<file path="src/dpll_regs_pkg.sv">
package dpll_regs_pkg;

    // ----------------------------------------------------------------
    // Bus widths and register addresses
    // ----------------------------------------------------------------
    localparam int ADDR_W = 7;
    localparam int DATA_W = 8;
    localparam logic [6:0] ADDR_CTRL_ONE = 7'h00;
    localparam logic [6:0] ADDR_STATUS_ONE = 7'h01;
    localparam logic [6:0] ADDR_OUT_CLK = 7'h04;

    // ----------------------------------------------------------------
    // Field positions
    // ----------------------------------------------------------------
    localparam int BIT_REF_CHOICE = 7;
    localparam int BIT_FREQ_HI = 6;
    localparam int BIT_FREQ_LO = 5;
    localparam int BIT_STATE_HI = 4;
    localparam int BIT_STATE_LO = 3;
    localparam int BIT_FILTER = 2;
    localparam int BIT_FAST = 1;
    localparam int BIT_PHASE_CLR = 0;
    localparam int BIT_PRI_OOR = 7;
    localparam int BIT_SEC_OOR = 6;
    localparam int BIT_LOCK = 5;
    localparam int BIT_HOLD = 4;
    localparam int BIT_FREQ_LIMIT_HIT = 2;
    localparam int BIT_HIGH_RATE = 7;
    localparam int BIT_CARRIER = 6;

    // ----------------------------------------------------------------
    // Reset values
    // ----------------------------------------------------------------
    localparam logic [7:0] CTRL_ONE_RST = 8'h00;
    localparam logic [7:0] OUT_CLK_RST = 8'h00;
    localparam logic [7:0] ZERO_BYTE = 8'h00;

    // ----------------------------------------------------------------
    // Encodings
    // ----------------------------------------------------------------
    typedef enum logic [1:0] {
        FREQ_19M44 = 2'h0,
        FREQ_8K = 2'h1,
        FREQ_1M544 = 2'h2,
        FREQ_2M048 = 2'h3
    } ref_freq_t;

    typedef enum logic [1:0] {
        CMD_NORMAL = 2'h0,
        CMD_HOLDOVER = 2'h1,
        CMD_FREERUN = 2'h2,
        CMD_RESERVED = 2'h3
    } pll_cmd_t;

    typedef enum logic [2:0] {
        ST_NORMAL = 3'h1,
        ST_HOLDOVER = 3'h2,
        ST_FREERUN = 3'h4
    } pll_state_t;

    // ----------------------------------------------------------------
    // Timing: one-second measurement window from the master clock
    // ----------------------------------------------------------------
    localparam longint CLK_HZ = 200_000_000;
    localparam int MEAS_WINDOW_S = 1;
    localparam longint MEAS_CYCLES = CLK_HZ * MEAS_WINDOW_S;
    localparam int SWITCH_SETTLE_US = 250;
    localparam int RATE_DIV = 4;

    // ----------------------------------------------------------------
    // Carried groups
    // ----------------------------------------------------------------
    typedef struct packed {
        logic ref_choice;
        ref_freq_t ref_freq_sel;
        pll_cmd_t pll_state_sel;
        logic filter_profile_sel;
        logic fast_acquire;
        logic phase_error_clear;
    } ctrl_one_t;

    typedef struct packed {
        logic primary_out_of_range;
        logic secondary_out_of_range;
        logic lock;
        logic holdover;
        logic freq_limit_hit;
    } status_t;

    typedef struct packed {
        logic bus_cs;
        logic bus_rd;
        logic bus_wr;
        logic [6:0] bus_addr;
        logic [7:0] bus_wdata;
    } bus_req_t;

endpackage : dpll_regs_pkg

</file>
<file path="src/dpll_control_status_regs.sv">
`timescale 1ns/1ps
// Functional notes
// - Reference choice 0 routes primary input, 1 routes secondary input.
// - Reference choice may change anytime for 8k, 1.544M, 2.048M references.
// - Two-bit frequency select: 00 19.44M, 01 8k, 10 1.544M, 11 2.048M.
// - 19.44M option may step frequency on leaving automatic holdover.
// - State select: 00 normal, 01 holdover, 10 free-run, 11 reserved.
// - Filter profile 1 selects 70 mHz corner, 885 ns/s slope.
// - Filter profile 0 selects 1.1 Hz corner, 53 ns per 1.326 ms.
// - Fast acquire high speeds lock at cost of wander.
// - Phase error clear low clears and disables the error corrector.
// - Primary out-of-range reads 1 beyond 12 ppm over one second.
// - Secondary out-of-range reads 1 beyond 12 ppm over one second.
// - Lock bit high while locked to the selected reference.
// - Holdover bit high in commanded or automatic holdover.
// - Frequency limit bit high when reference reaches offset tolerance.
// - High-rate select 0 enables differential clock, carrier divided by four.
// - Carrier rate select 0 gives 44.736 MHz, 1 gives 34.368 MHz.
// - Microport mode replaces control pins; status pins stay active.
module dpll_control_status_regs
    import dpll_regs_pkg::*;
#(
    parameter longint WINDOW_CYCLES = dpll_regs_pkg::MEAS_CYCLES,
    parameter int CNT_W = 32,
    parameter logic [31:0] NOMINAL_COUNT = 32'h0000_1F40,
    parameter logic [31:0] PPM_TOL_COUNT = 32'h0000_0001,
    parameter logic [31:0] LIM_TOL_COUNT = 32'h0000_0010,
    parameter int LOCK_WINDOWS = 2
) (
    input wire logic clk,                                  // 200 MHz master clock.
    input wire logic sys_rst,                              // Synchronous reset.
    input wire logic clk_en,                               // Clock enable.
    input wire dpll_regs_pkg::bus_req_t bus_req,           // Microport request.
    output logic [dpll_regs_pkg::DATA_W-1:0] bus_rdata,    // Read data.
    output logic bus_rdata_oe_n,                           // Low while driving data.
    input wire logic hw_ctrl_sel,                          // High selects pin control.
    input wire dpll_regs_pkg::ctrl_one_t pin_ctrl,         // Control pins.
    input wire logic primary_ref_input,                    // Primary reference tick.
    input wire logic secondary_ref_input,                  // Secondary reference tick.
    input wire logic loss_of_ref,                          // Reference lost indication.
    input wire logic high_rate_tick,                       // 155.52 MHz rate tick.
    input wire logic carrier_44_tick,                      // 44.736 MHz rate tick.
    input wire logic carrier_34_tick,                      // 34.368 MHz rate tick.
    output logic selected_ref,                             // Reference into the PLL.
    output dpll_regs_pkg::ctrl_one_t eff_ctrl,             // Active control word.
    output dpll_regs_pkg::pll_state_t pll_state,           // Operating state.
    output logic diff_high_clock_en,                       // Differential clock enable.
    output logic diff_high_clock_out,                      // Differential clock tick.
    output logic carrier_clock_out,                        // Carrier clock tick.
    output dpll_regs_pkg::status_t status_pins             // Status pin outputs.
);
    import dpll_regs_pkg::*;

    // ----------------------------------------------------------------
    // Register storage
    // ----------------------------------------------------------------
    logic [DATA_W-1:0] ctrl_one_ff;
    logic [DATA_W-1:0] out_clk_ff;
    ctrl_one_t ctrl_reg;
    logic wr_ctrl;
    logic wr_out;

    assign wr_ctrl = bus_req.bus_cs && bus_req.bus_wr && bus_req.bus_addr == ADDR_CTRL_ONE;
    assign wr_out = bus_req.bus_cs && bus_req.bus_wr && bus_req.bus_addr == ADDR_OUT_CLK;

    always_ff @(posedge clk) begin
        if (sys_rst) begin
            ctrl_one_ff <= CTRL_ONE_RST;
        end else if (clk_en && wr_ctrl) begin
            ctrl_one_ff <= bus_req.bus_wdata;
        end
    end

    always_ff @(posedge clk) begin
        if (sys_rst) begin
            out_clk_ff <= OUT_CLK_RST;
        end else if (clk_en && wr_out) begin
            out_clk_ff <= bus_req.bus_wdata;
        end
    end

    assign ctrl_reg = ctrl_one_t'(ctrl_one_ff);

    assign eff_ctrl = hw_ctrl_sel ? pin_ctrl : ctrl_reg;

    // ----------------------------------------------------------------
    // Reference routing and measurement
    // ----------------------------------------------------------------
    logic [CNT_W-1:0] win_cnt_ff;
    logic window_end;
    logic pri_oor;
    logic sec_oor;
    logic [CNT_W-1:0] lo_lim;
    logic [CNT_W-1:0] hi_lim;

    assign selected_ref = eff_ctrl.ref_choice ? secondary_ref_input : primary_ref_input;

    assign window_end = (win_cnt_ff == CNT_W'(WINDOW_CYCLES - 1));

    always_ff @(posedge clk) begin
        if (sys_rst) begin
            win_cnt_ff <= '0;
        end else if (clk_en) begin
            win_cnt_ff <= window_end ? '0 : win_cnt_ff + 1'b1;
        end
    end

    // expected count scales with frequency select
    logic [CNT_W-1:0] expected;
    always_comb begin
        case (eff_ctrl.ref_freq_sel)
            FREQ_8K: expected = CNT_W'(NOMINAL_COUNT);
            FREQ_1M544: expected = CNT_W'(NOMINAL_COUNT * 193);
            FREQ_2M048: expected = CNT_W'(NOMINAL_COUNT * 256);
            default: expected = CNT_W'(NOMINAL_COUNT * 2430);
        endcase
    end
    assign lo_lim = expected - CNT_W'(PPM_TOL_COUNT);
    assign hi_lim = expected + CNT_W'(PPM_TOL_COUNT);

    range_monitor #(.CNT_W(CNT_W)) u_pri_mon (
        .clk(clk),
        .sys_rst(sys_rst),
        .clk_en(clk_en),
        .window_end(window_end),
        .ref_tick(primary_ref_input),
        .lo_lim(lo_lim),
        .hi_lim(hi_lim),
        .out_of_range(pri_oor)
    );

    range_monitor #(.CNT_W(CNT_W)) u_sec_mon (
        .clk(clk),
        .sys_rst(sys_rst),
        .clk_en(clk_en),
        .window_end(window_end),
        .ref_tick(secondary_ref_input),
        .lo_lim(lo_lim),
        .hi_lim(hi_lim),
        .out_of_range(sec_oor)
    );

    logic freq_limit_hit_ff;
    logic sel_oor;
    assign sel_oor = eff_ctrl.ref_choice ? sec_oor : pri_oor;
    range_monitor #(.CNT_W(CNT_W)) u_lim_mon (
        .clk(clk),
        .sys_rst(sys_rst),
        .clk_en(clk_en),
        .window_end(window_end),
        .ref_tick(selected_ref),
        .lo_lim(expected - CNT_W'(LIM_TOL_COUNT)),
        .hi_lim(expected + CNT_W'(LIM_TOL_COUNT)),
        .out_of_range(freq_limit_hit_ff)
    );

    // ----------------------------------------------------------------
    // Operating state machine
    // ----------------------------------------------------------------
    pll_state_t state_ff;
    pll_state_t nxt_state;
    logic auto_hold;

    // automatic holdover on loss or gross deviation
    assign auto_hold = loss_of_ref || freq_limit_hit_ff;

    always_comb begin
        case (eff_ctrl.pll_state_sel)
            CMD_NORMAL: nxt_state = auto_hold ? ST_HOLDOVER : ST_NORMAL;
            CMD_HOLDOVER: nxt_state = ST_HOLDOVER;
            CMD_FREERUN: nxt_state = ST_FREERUN;
            default: nxt_state = ST_FREERUN;
        endcase
    end

    always_ff @(posedge clk) begin
        if (sys_rst) begin
            state_ff <= ST_FREERUN;
        end else if (clk_en) begin
            state_ff <= nxt_state;
        end
    end
    assign pll_state = state_ff;

    logic [3:0] lock_cnt_ff;
    logic lock_ff;
    always_ff @(posedge clk) begin
        if (sys_rst) begin
            lock_cnt_ff <= '0;
        end else if (clk_en) begin
            if (state_ff != ST_NORMAL || sel_oor) begin
                lock_cnt_ff <= '0;
            end else if (window_end && lock_cnt_ff != 4'(LOCK_WINDOWS)) begin
                // fast acquire counts two windows per window
                lock_cnt_ff <= (eff_ctrl.fast_acquire && lock_cnt_ff + 4'd2 <= 4'(LOCK_WINDOWS))
                    ? lock_cnt_ff + 4'd2 : lock_cnt_ff + 4'd1;
            end
        end
    end
    assign lock_ff = (lock_cnt_ff == 4'(LOCK_WINDOWS)) && state_ff == ST_NORMAL;

    // filter profile and corrector clear pass out in eff_ctrl

    // ----------------------------------------------------------------
    // Status and read path
    // ----------------------------------------------------------------
    status_t status_now;
    logic [DATA_W-1:0] status_byte;
    logic [DATA_W-1:0] nxt_rdata;

    assign status_now.holdover = (state_ff == ST_HOLDOVER);
    assign status_now.primary_out_of_range = pri_oor;
    assign status_now.secondary_out_of_range = sec_oor;
    assign status_now.lock = lock_ff;
    assign status_now.freq_limit_hit = freq_limit_hit_ff;

    always_comb begin
        status_byte = ZERO_BYTE;
        status_byte[BIT_PRI_OOR] = status_now.primary_out_of_range;
        status_byte[BIT_SEC_OOR] = status_now.secondary_out_of_range;
        status_byte[BIT_LOCK] = status_now.lock;
        status_byte[BIT_HOLD] = status_now.holdover;
        status_byte[BIT_FREQ_LIMIT_HIT] = status_now.freq_limit_hit;
    end

    always_comb begin
        case (bus_req.bus_addr)
            ADDR_CTRL_ONE: nxt_rdata = ctrl_one_ff;
            ADDR_STATUS_ONE: nxt_rdata = status_byte;
            ADDR_OUT_CLK: nxt_rdata = out_clk_ff;
            default: nxt_rdata = ZERO_BYTE;
        endcase
    end

    always_ff @(posedge clk) begin
        if (sys_rst) begin
            bus_rdata <= ZERO_BYTE;
            bus_rdata_oe_n <= 1'b1;
        end else if (clk_en) begin
            bus_rdata_oe_n <= !(bus_req.bus_cs && bus_req.bus_rd);
            if (bus_req.bus_cs && bus_req.bus_rd) begin
                bus_rdata <= nxt_rdata;
            end
        end
    end

    // status pins active in both modes
    always_ff @(posedge clk) begin
        if (sys_rst) begin
            status_pins <= '0;
        end else if (clk_en) begin
            status_pins <= status_now;
        end
    end

    // ----------------------------------------------------------------
    // Output clock control
    // ----------------------------------------------------------------
    logic carrier_tick;

    assign carrier_tick = out_clk_ff[BIT_CARRIER] ? carrier_34_tick : carrier_44_tick;

    rate_divider #(.DIV(RATE_DIV)) u_carrier_div (
        .clk(clk),
        .sys_rst(sys_rst),
        .clk_en(clk_en),
        .tick_in(carrier_tick),
        .bypass(out_clk_ff[BIT_HIGH_RATE]),
        .tick_out(carrier_clock_out)
    );

    always_ff @(posedge clk) begin
        if (sys_rst) begin
            diff_high_clock_en <= 1'b1;
            diff_high_clock_out <= 1'b0;
        end else if (clk_en) begin
            diff_high_clock_en <= !out_clk_ff[BIT_HIGH_RATE];
            diff_high_clock_out <= !out_clk_ff[BIT_HIGH_RATE] && high_rate_tick;
        end
    end

    // ----------------------------------------------------------------
    // Assertions
    // ----------------------------------------------------------------
    a_ref_route: assert property (@(posedge clk) disable iff (sys_rst)
        selected_ref == (eff_ctrl.ref_choice ? secondary_ref_input : primary_ref_input))
        else $error("reference routing wrong");
    a_state_free: assert property (@(posedge clk) disable iff (sys_rst)
        clk_en && eff_ctrl.pll_state_sel == CMD_RESERVED |=> pll_state == ST_FREERUN)
        else $error("reserved code not free-run");
    a_state_hold: assert property (@(posedge clk) disable iff (sys_rst)
        clk_en && eff_ctrl.pll_state_sel == CMD_HOLDOVER |=> pll_state == ST_HOLDOVER)
        else $error("holdover command ignored");
    a_hold_status: assert property (@(posedge clk) disable iff (sys_rst)
        clk_en |=> status_pins.holdover == $past(pll_state == ST_HOLDOVER))
        else $error("holdover status wrong");
    a_lock_normal: assert property (@(posedge clk) disable iff (sys_rst)
        status_now.lock |-> pll_state == ST_NORMAL)
        else $error("lock outside normal");
    a_status_read: assert property (@(posedge clk) disable iff (sys_rst)
        clk_en && bus_req.bus_cs && bus_req.bus_rd && bus_req.bus_addr == ADDR_STATUS_ONE
        |=> bus_rdata[3] == 1'b0 && bus_rdata[1:0] == 2'b00 && !bus_rdata_oe_n)
        else $error("status reserved bits set");
    a_ctrl_write: assert property (@(posedge clk) disable iff (sys_rst)
        clk_en && wr_ctrl |=> ctrl_one_ff == $past(bus_req.bus_wdata))
        else $error("control write lost");
    a_diff_enable: assert property (@(posedge clk) disable iff (sys_rst)
        clk_en && out_clk_ff[BIT_HIGH_RATE] |=> !diff_high_clock_en && !diff_high_clock_out)
        else $error("differential clock not disabled");
    a_hw_mode: assert property (@(posedge clk) disable iff (sys_rst)
        hw_ctrl_sel |-> eff_ctrl == pin_ctrl)
        else $error("pin control not used");
    a_oe_idle: assert property (@(posedge clk) disable iff (sys_rst)
        clk_en && !(bus_req.bus_cs && bus_req.bus_rd) |=> bus_rdata_oe_n)
        else $error("read data driven without read");
    c_pin_mode: cover property (@(posedge clk) disable iff (sys_rst)
        $rose(hw_ctrl_sel));
    c_switch_ref: cover property (@(posedge clk) disable iff (sys_rst)
        $rose(eff_ctrl.ref_choice));
    c_auto_hold: cover property (@(posedge clk) disable iff (sys_rst)
        eff_ctrl.pll_state_sel == CMD_NORMAL && pll_state == ST_HOLDOVER);
    c_locked: cover property (@(posedge clk) disable iff (sys_rst) $rose(status_now.lock));
endmodule : dpll_control_status_regs

</file>
<file path="src/range_monitor.sv">
`timescale 1ns/1ps
// Counts reference ticks over a window and flags out-of-range counts.
module range_monitor #(
    parameter int CNT_W = 32
) (
    input wire logic clk,                 // System clock.
    input wire logic sys_rst,             // Synchronous reset.
    input wire logic clk_en,              // Clock enable.
    input wire logic window_end,          // End of measurement window.
    input wire logic ref_tick,            // One pulse per reference edge.
    input wire logic [CNT_W-1:0] lo_lim,  // Least legal count.
    input wire logic [CNT_W-1:0] hi_lim,  // Greatest legal count.
    output logic out_of_range             // Registered range flag.
);
    logic [CNT_W-1:0] count_ff;

    always_ff @(posedge clk) begin
        if (sys_rst) begin
            count_ff <= '0;
        end else if (clk_en) begin
            if (window_end) begin
                count_ff <= CNT_W'(ref_tick);
            end else if (ref_tick) begin
                count_ff <= count_ff + 1'b1;
            end
        end
    end

    always_ff @(posedge clk) begin
        if (sys_rst) begin
            out_of_range <= 1'b0;
        end else if (clk_en && window_end) begin
            out_of_range <= (count_ff < lo_lim) || (count_ff > hi_lim);
        end
    end
endmodule : range_monitor

</file>
<file path="src/rate_divider.sv">
`timescale 1ns/1ps
// Counting divider, one output tick per DIV input ticks; passes the tick through when bypassed.
module rate_divider #(
    parameter int DIV = 4
) (
    input wire logic clk,      // System clock.
    input wire logic sys_rst,  // Synchronous reset.
    input wire logic clk_en,   // Clock enable.
    input wire logic tick_in,  // Input rate tick.
    input wire logic bypass,   // High passes the input rate.
    output logic tick_out      // Registered output tick.
);
    localparam int CW = $clog2(DIV);
    logic [CW-1:0] div_ff;

    always_ff @(posedge clk) begin
        if (sys_rst) begin
            div_ff <= '0;
            tick_out <= 1'b0;
        end else if (clk_en) begin
            if (tick_in) begin
                div_ff <= (div_ff == CW'(DIV - 1)) ? '0 : div_ff + 1'b1;
            end
            tick_out <= bypass ? tick_in : (tick_in && div_ff == CW'(DIV - 1));
        end
    end
endmodule : rate_divider

</file>
<file path="config.mk">
export PLATFORM = sky130hd
export DESIGN_NAME = dpll_control_status_regs
export DESIGN_NICKNAME = d
export VERILOG_FILES = /design/src/dpll_regs_pkg.sv /design/src/dpll_control_status_regs.sv /design/src/range_monitor.sv /design/src/rate_divider.sv
export SDC_FILE = /design/constraint.sdc
export NUM_CORES = 1
export LEC_CHECK = 0
export ABC_AREA = 1
export BUFFER_PORTS_ARGS = -buffer_cell sky130_fd_sc_hd__buf_2
export CORE_ASPECT_RATIO = 1.2
export CORE_MARGIN = 2
export CORE_UTILIZATION = 45
export DETAILED_ROUTE_END_ITERATION = 10
export PLACE_DENSITY = 0.68
export SETUP_SLACK_MARGIN = 0.15
export SYNTH_ARGS = -nofsm -noshare
export SYNTH_HDL_FRONTEND = slang
export SYNTH_SLANG_ARGS = --single-unit
</file>
<file path="constraint.sdc">
create_clock -name clk -period 4.7 [get_ports clk]
set_input_delay 0.47 -clock clk [delete_from_list [all_inputs] [get_ports clk]]
set_output_delay 0.47 -clock clk [all_outputs]
set_load 0.05 [all_outputs]
</file>
==> qor.log <==
qor: synth.number_of_synthesized_flops_with_an_enable_pin 0
qor: cells_and_area.layout.nets 2245
qor: clocking.post-cts-setup-buffer-count 0
qor: pwr.cellPowerDensity 241 mW/mm2
qor: detailed_routing.route.detailed.vias_per_inst 5.35
qor: sta.max_slew_margin 0.329
qor: synth.synthSimpleGateAreaFrac 0.411
qor: synth.ys_async_sr_fraction 0
qor: status.run_status completed
qor: pwr.leakagePower 5.75 nW
qor: detailed_routing.routed-via-count 13300
qor: sta.skew 0.0199 ns
qor: floorplanning.io-pin-count 65
qor: synth.synthDominantAreaCellType dfxtp_1
qor: worst_setup_path.critPathArrivalTime 3.69 ns
qor: sta.final.setup.tns 0 ns
qor: worst_setup_path.setup.worst_path.start_class register
qor: clocking.cts.sinks 173
qor: cells_and_area.final_layout_size_suffix_gt1_frac 0.0572
qor: global_route.antenna_found_initial 0
qor: worst_setup_path.critical_path_peak_fanout 12
qor: global_route.gr-usage-all-layers 0.257
qor: synth.netlist.area_leader.share 0.275
qor: pwr.power.total 0.00333 W
qor: flow_run.maxCapViolCount 0
qor: synth.synth_compound_gate_area_share 0.100
qor: floorplanning.die_h 187 um
qor: floorplanning.row_count 67
qor: global_route.globalRoute.totalOverflow 0
qor: global_route.met3_resource_use_gr 0.0456
qor: synth.post_synth_xor_area_fraction 0.0222
qor: sta.maxSlewViolCount 0
qor: sta.setup-violations-final 0
qor: detailed_routing.wire_per_inst 15.0 um
qor: detailed_routing.first_pass_iteration_count_of_the_detailed_router 6
qor: synth.post_synth_mux_area_share 0
qor: synth.post_synth_fa_ha_maj_area_fraction 0.105
qor: sta.timing.fmax 300 MHz
qor: clocking.cts_buffers 17
qor: cells_and_area.area.sequential 0.00346 mm2
qor: global_route.gr-usage-met1 0.317
qor: worst_setup_path.cell_type_with_the_highest_occurrence_count_on_the_critical_path nand2_1
qor: cells_and_area.num-fill-cells 2900
qor: worst_setup_path.timing.critical_path.slowest_cell_delay 0.75 ns
qor: worst_setup_path.library_cell_contributing_the_largest_single_delay_on_the_critical_path o21ai_0
qor: synth.postSynthRegisterBits 173
qor: clocking.post_cts_resized 0
qor: floorplanning.die_width 157 um
qor: cells_and_area.final_cell_mix nand2_1, nor2_1, inv_1, dfxtp_1, a21oi_1
qor: floorplanning.starting_density_of_the_core 0.455
qor: synth.synthFlopType dfxtp_1
qor: global_route.wire_length_of_the_first_global_routing_pass 61400 um
qor: synth.avg_synthesized_cell_area 6.13 um2
qor: sta.worst_pin_slew 0.997 ns
qor: worst_setup_path.worst-path-buf-inv 2
qor: synth.yosysWarnings 0
qor: synth.synth.distinct_cells 41
qor: worst_hold_path.hold_path_class in -> reg
qor: detailed_routing.wl 37500 um
qor: place.place_congestion 0.927
qor: place.dp.final_hpwl 28000 um
qor: clocking.deepest_clock_path_buffer_count 2
qor: cells_and_area.number_of_antenna_diodes 0
qor: clocking.cts_tree yes
qor: global_route.grt-busiest-layer met2
qor: synth.synthTopCellsByArea dfxtp_1, nand2_1, ha_1
qor: worst_setup_path.timing.critical_path.cells o21ai_0 -> ha_1 -> inv_1 -> ha_1 -> nand2_1 -> nor2_1 -> nand3_1 -> nor3_1 -> nand3b_1 -> nand2_1 -> nand3_1 -> nand2_1 -> inv_1
qor: sta.fin_crit 3.33 ns
qor: pwr.ir_drop 0.205 mV
qor: worst_setup_path.critical_path_class reg -> reg
qor: worst_setup_path.crit_path_end_kind register
qor: global_route.number_of_global_route_vias_before_repair 12500
qor: cells_and_area.footprint_of_the_multi_input_gates 0.00807 mm2
qor: sta.hold_viol_final 0
qor: synth.synth_sequential_area_ratio 0.275
qor: detailed_routing.detail_route.drc_violations 0
qor: detailed_routing.antenna_violating_nets_left 0
qor: worst_setup_path.critical-path-top-delay-family adder cells
qor: global_route.grt_max_degree 67
qor: floorplanning.design.die.area 0.0294 mm2
qor: clocking.clk-insertion-delay-late 0.45 ns
qor: sta.final.period_utilization 0.709
qor: synth.synth_top_family_by_area simple AND/OR/NAND/NOR gates
qor: global_route.grtUsageMet2 0.444
qor: clocking.clkTransAtPathRegs 0.08 ns
qor: synth.synthCells 2059
qor: worst_setup_path.crit_required 5.06 ns
qor: clocking.ctsHtreeMaxLevel 4
qor: place.port_buffers 64
qor: synth.post_synth_instance_area 0.0126 mm2
qor: cells_and_area.flow.area_growth_from_synthesis 9.67%
qor: clocking.clock-root-buffer clkbuf_16
qor: sta.rsz0062_at_grt false
qor: cells_and_area.layout_commonest_cell nand2_1
qor: clocking.cts-hold-fix-buffers 0
qor: floorplanning.coreArea 0.0277 mm2
qor: detailed_routing.first_iter_violations 929
## worst paths after layout
path,from,endpoint,slack (ns),cells after the start
setup / recovery,ctrl_one_ff[5],u_lim_mon.out_of_range,1.37,13
hold / removal,high_rate_tick,diff_high_clock_out,0.29,3
setup reg to reg,ctrl_one_ff[5],u_lim_mon.out_of_range,1.37,13
hold reg to reg,bus_rdata[0],bus_rdata[0],0.47,2
## synthesized netlist by cell type, types with 2 or more instances
master	number
nor3b_1	6
nor3_1	62
o21ai_0	60
a21o_1	2
nor2_1	304
or2_2	4
nand4_1	77
a31oi_1	2
and2_1	2
dfxtp_1	173
nor2_4	2
ha_1	106
buf_6	5
nand3_1	126
a211oi_1	5
o22ai_1	3
a21oi_1	162
inv_1	217
nand2_1	635
buf_4	9
nand2_2	5
nand3b_1	6
buf_2	7
xor2_1	25
nor4_1	2
xnor2_1	7
o211ai_1	3
clkbuf_1	29
## sequential cells by signal, summed over array words and instances, names as in the netlist
register                count
ctrl_one_ff                 8
diff_high_clock_en          1
out_clk_ff                  8
u_sec_mon.out_of_range      1
status_pins                 5
pll_state                   3
u_lim_mon.count_ff         32
u_carrier_div.tick_out      1
u_lim_mon.out_of_range      1
lock_cnt_ff                 4
u_carrier_div.div_ff        2
u_sec_mon.count_ff         32
win_cnt_ff                 32
u_pri_mon.count_ff         32
bus_rdata                   8
u_pri_mon.out_of_range      1
diff_high_clock_out         1
bus_rdata_oe_n              1
## stage by stage
step / hold WS (ns) / instances / instance area, um2 / setup WS (ns) / utilization
final: 0.293 / 2495 / 13800 / 1.37 / 0.499
after CTS: 0.274 / 2495 / 13800 / 1.35 / 0.499
after detailed placement: 0.450 / 2463 / 13200 / 0.951 / 0.477
after global placement: 0.450 / 2463 / 13200 / 1.07 / 0.477
after global routing: 0.284 / 2495 / 13800 / 0.945 / 0.499
after floorplan: 0.430 / 2061 / 12600 / 0.352 / -
## report_power, final
group	internal [W]	switching (W)	total, W
Clock	0.000858	0.000674	0.00153
Combinational	0.0000882	0.000225	0.000314
Sequential	0.00148	0.00000964	0.00149
## area by class of cell
type	count	area share
well taps	379	0.0343
flip-flops and latches	173	0.250
clock inverters	12	0.0118
multi-input cells	1619	0.584
clock buffers	20	0.0323
inverters	219	0.0594
repair buffers	73	0.0282
## layer usage
metal	part of all wire	up-vias
met4	0.029	0
met2	0.48	392
met3	0.053	77
met1	0.44	6104
met5	0	-
li1	-	6772
## cell families (layout without fill, tap and decap cells)
kind of cell    after synthesis  after routing
compound gates              243            243
xor+xnor                     32             32
fa+ha+maj                   106            106
buf+inv                     269            324
flops                       173            173
other cells                   1              3
simple gates               1235           1235
## worst reg2reg max path, delay by kind of cell (launching register included)
family | cells | cell delay [ns]
buf+inv | 2 | 0.43
fa+ha+maj | 2 | 0.97
compound gates | 1 | 0.75
simple gates | 8 | 0.77
flops | 1 | 0.33
No activity file was read; power rests on OpenSTA's default activity.
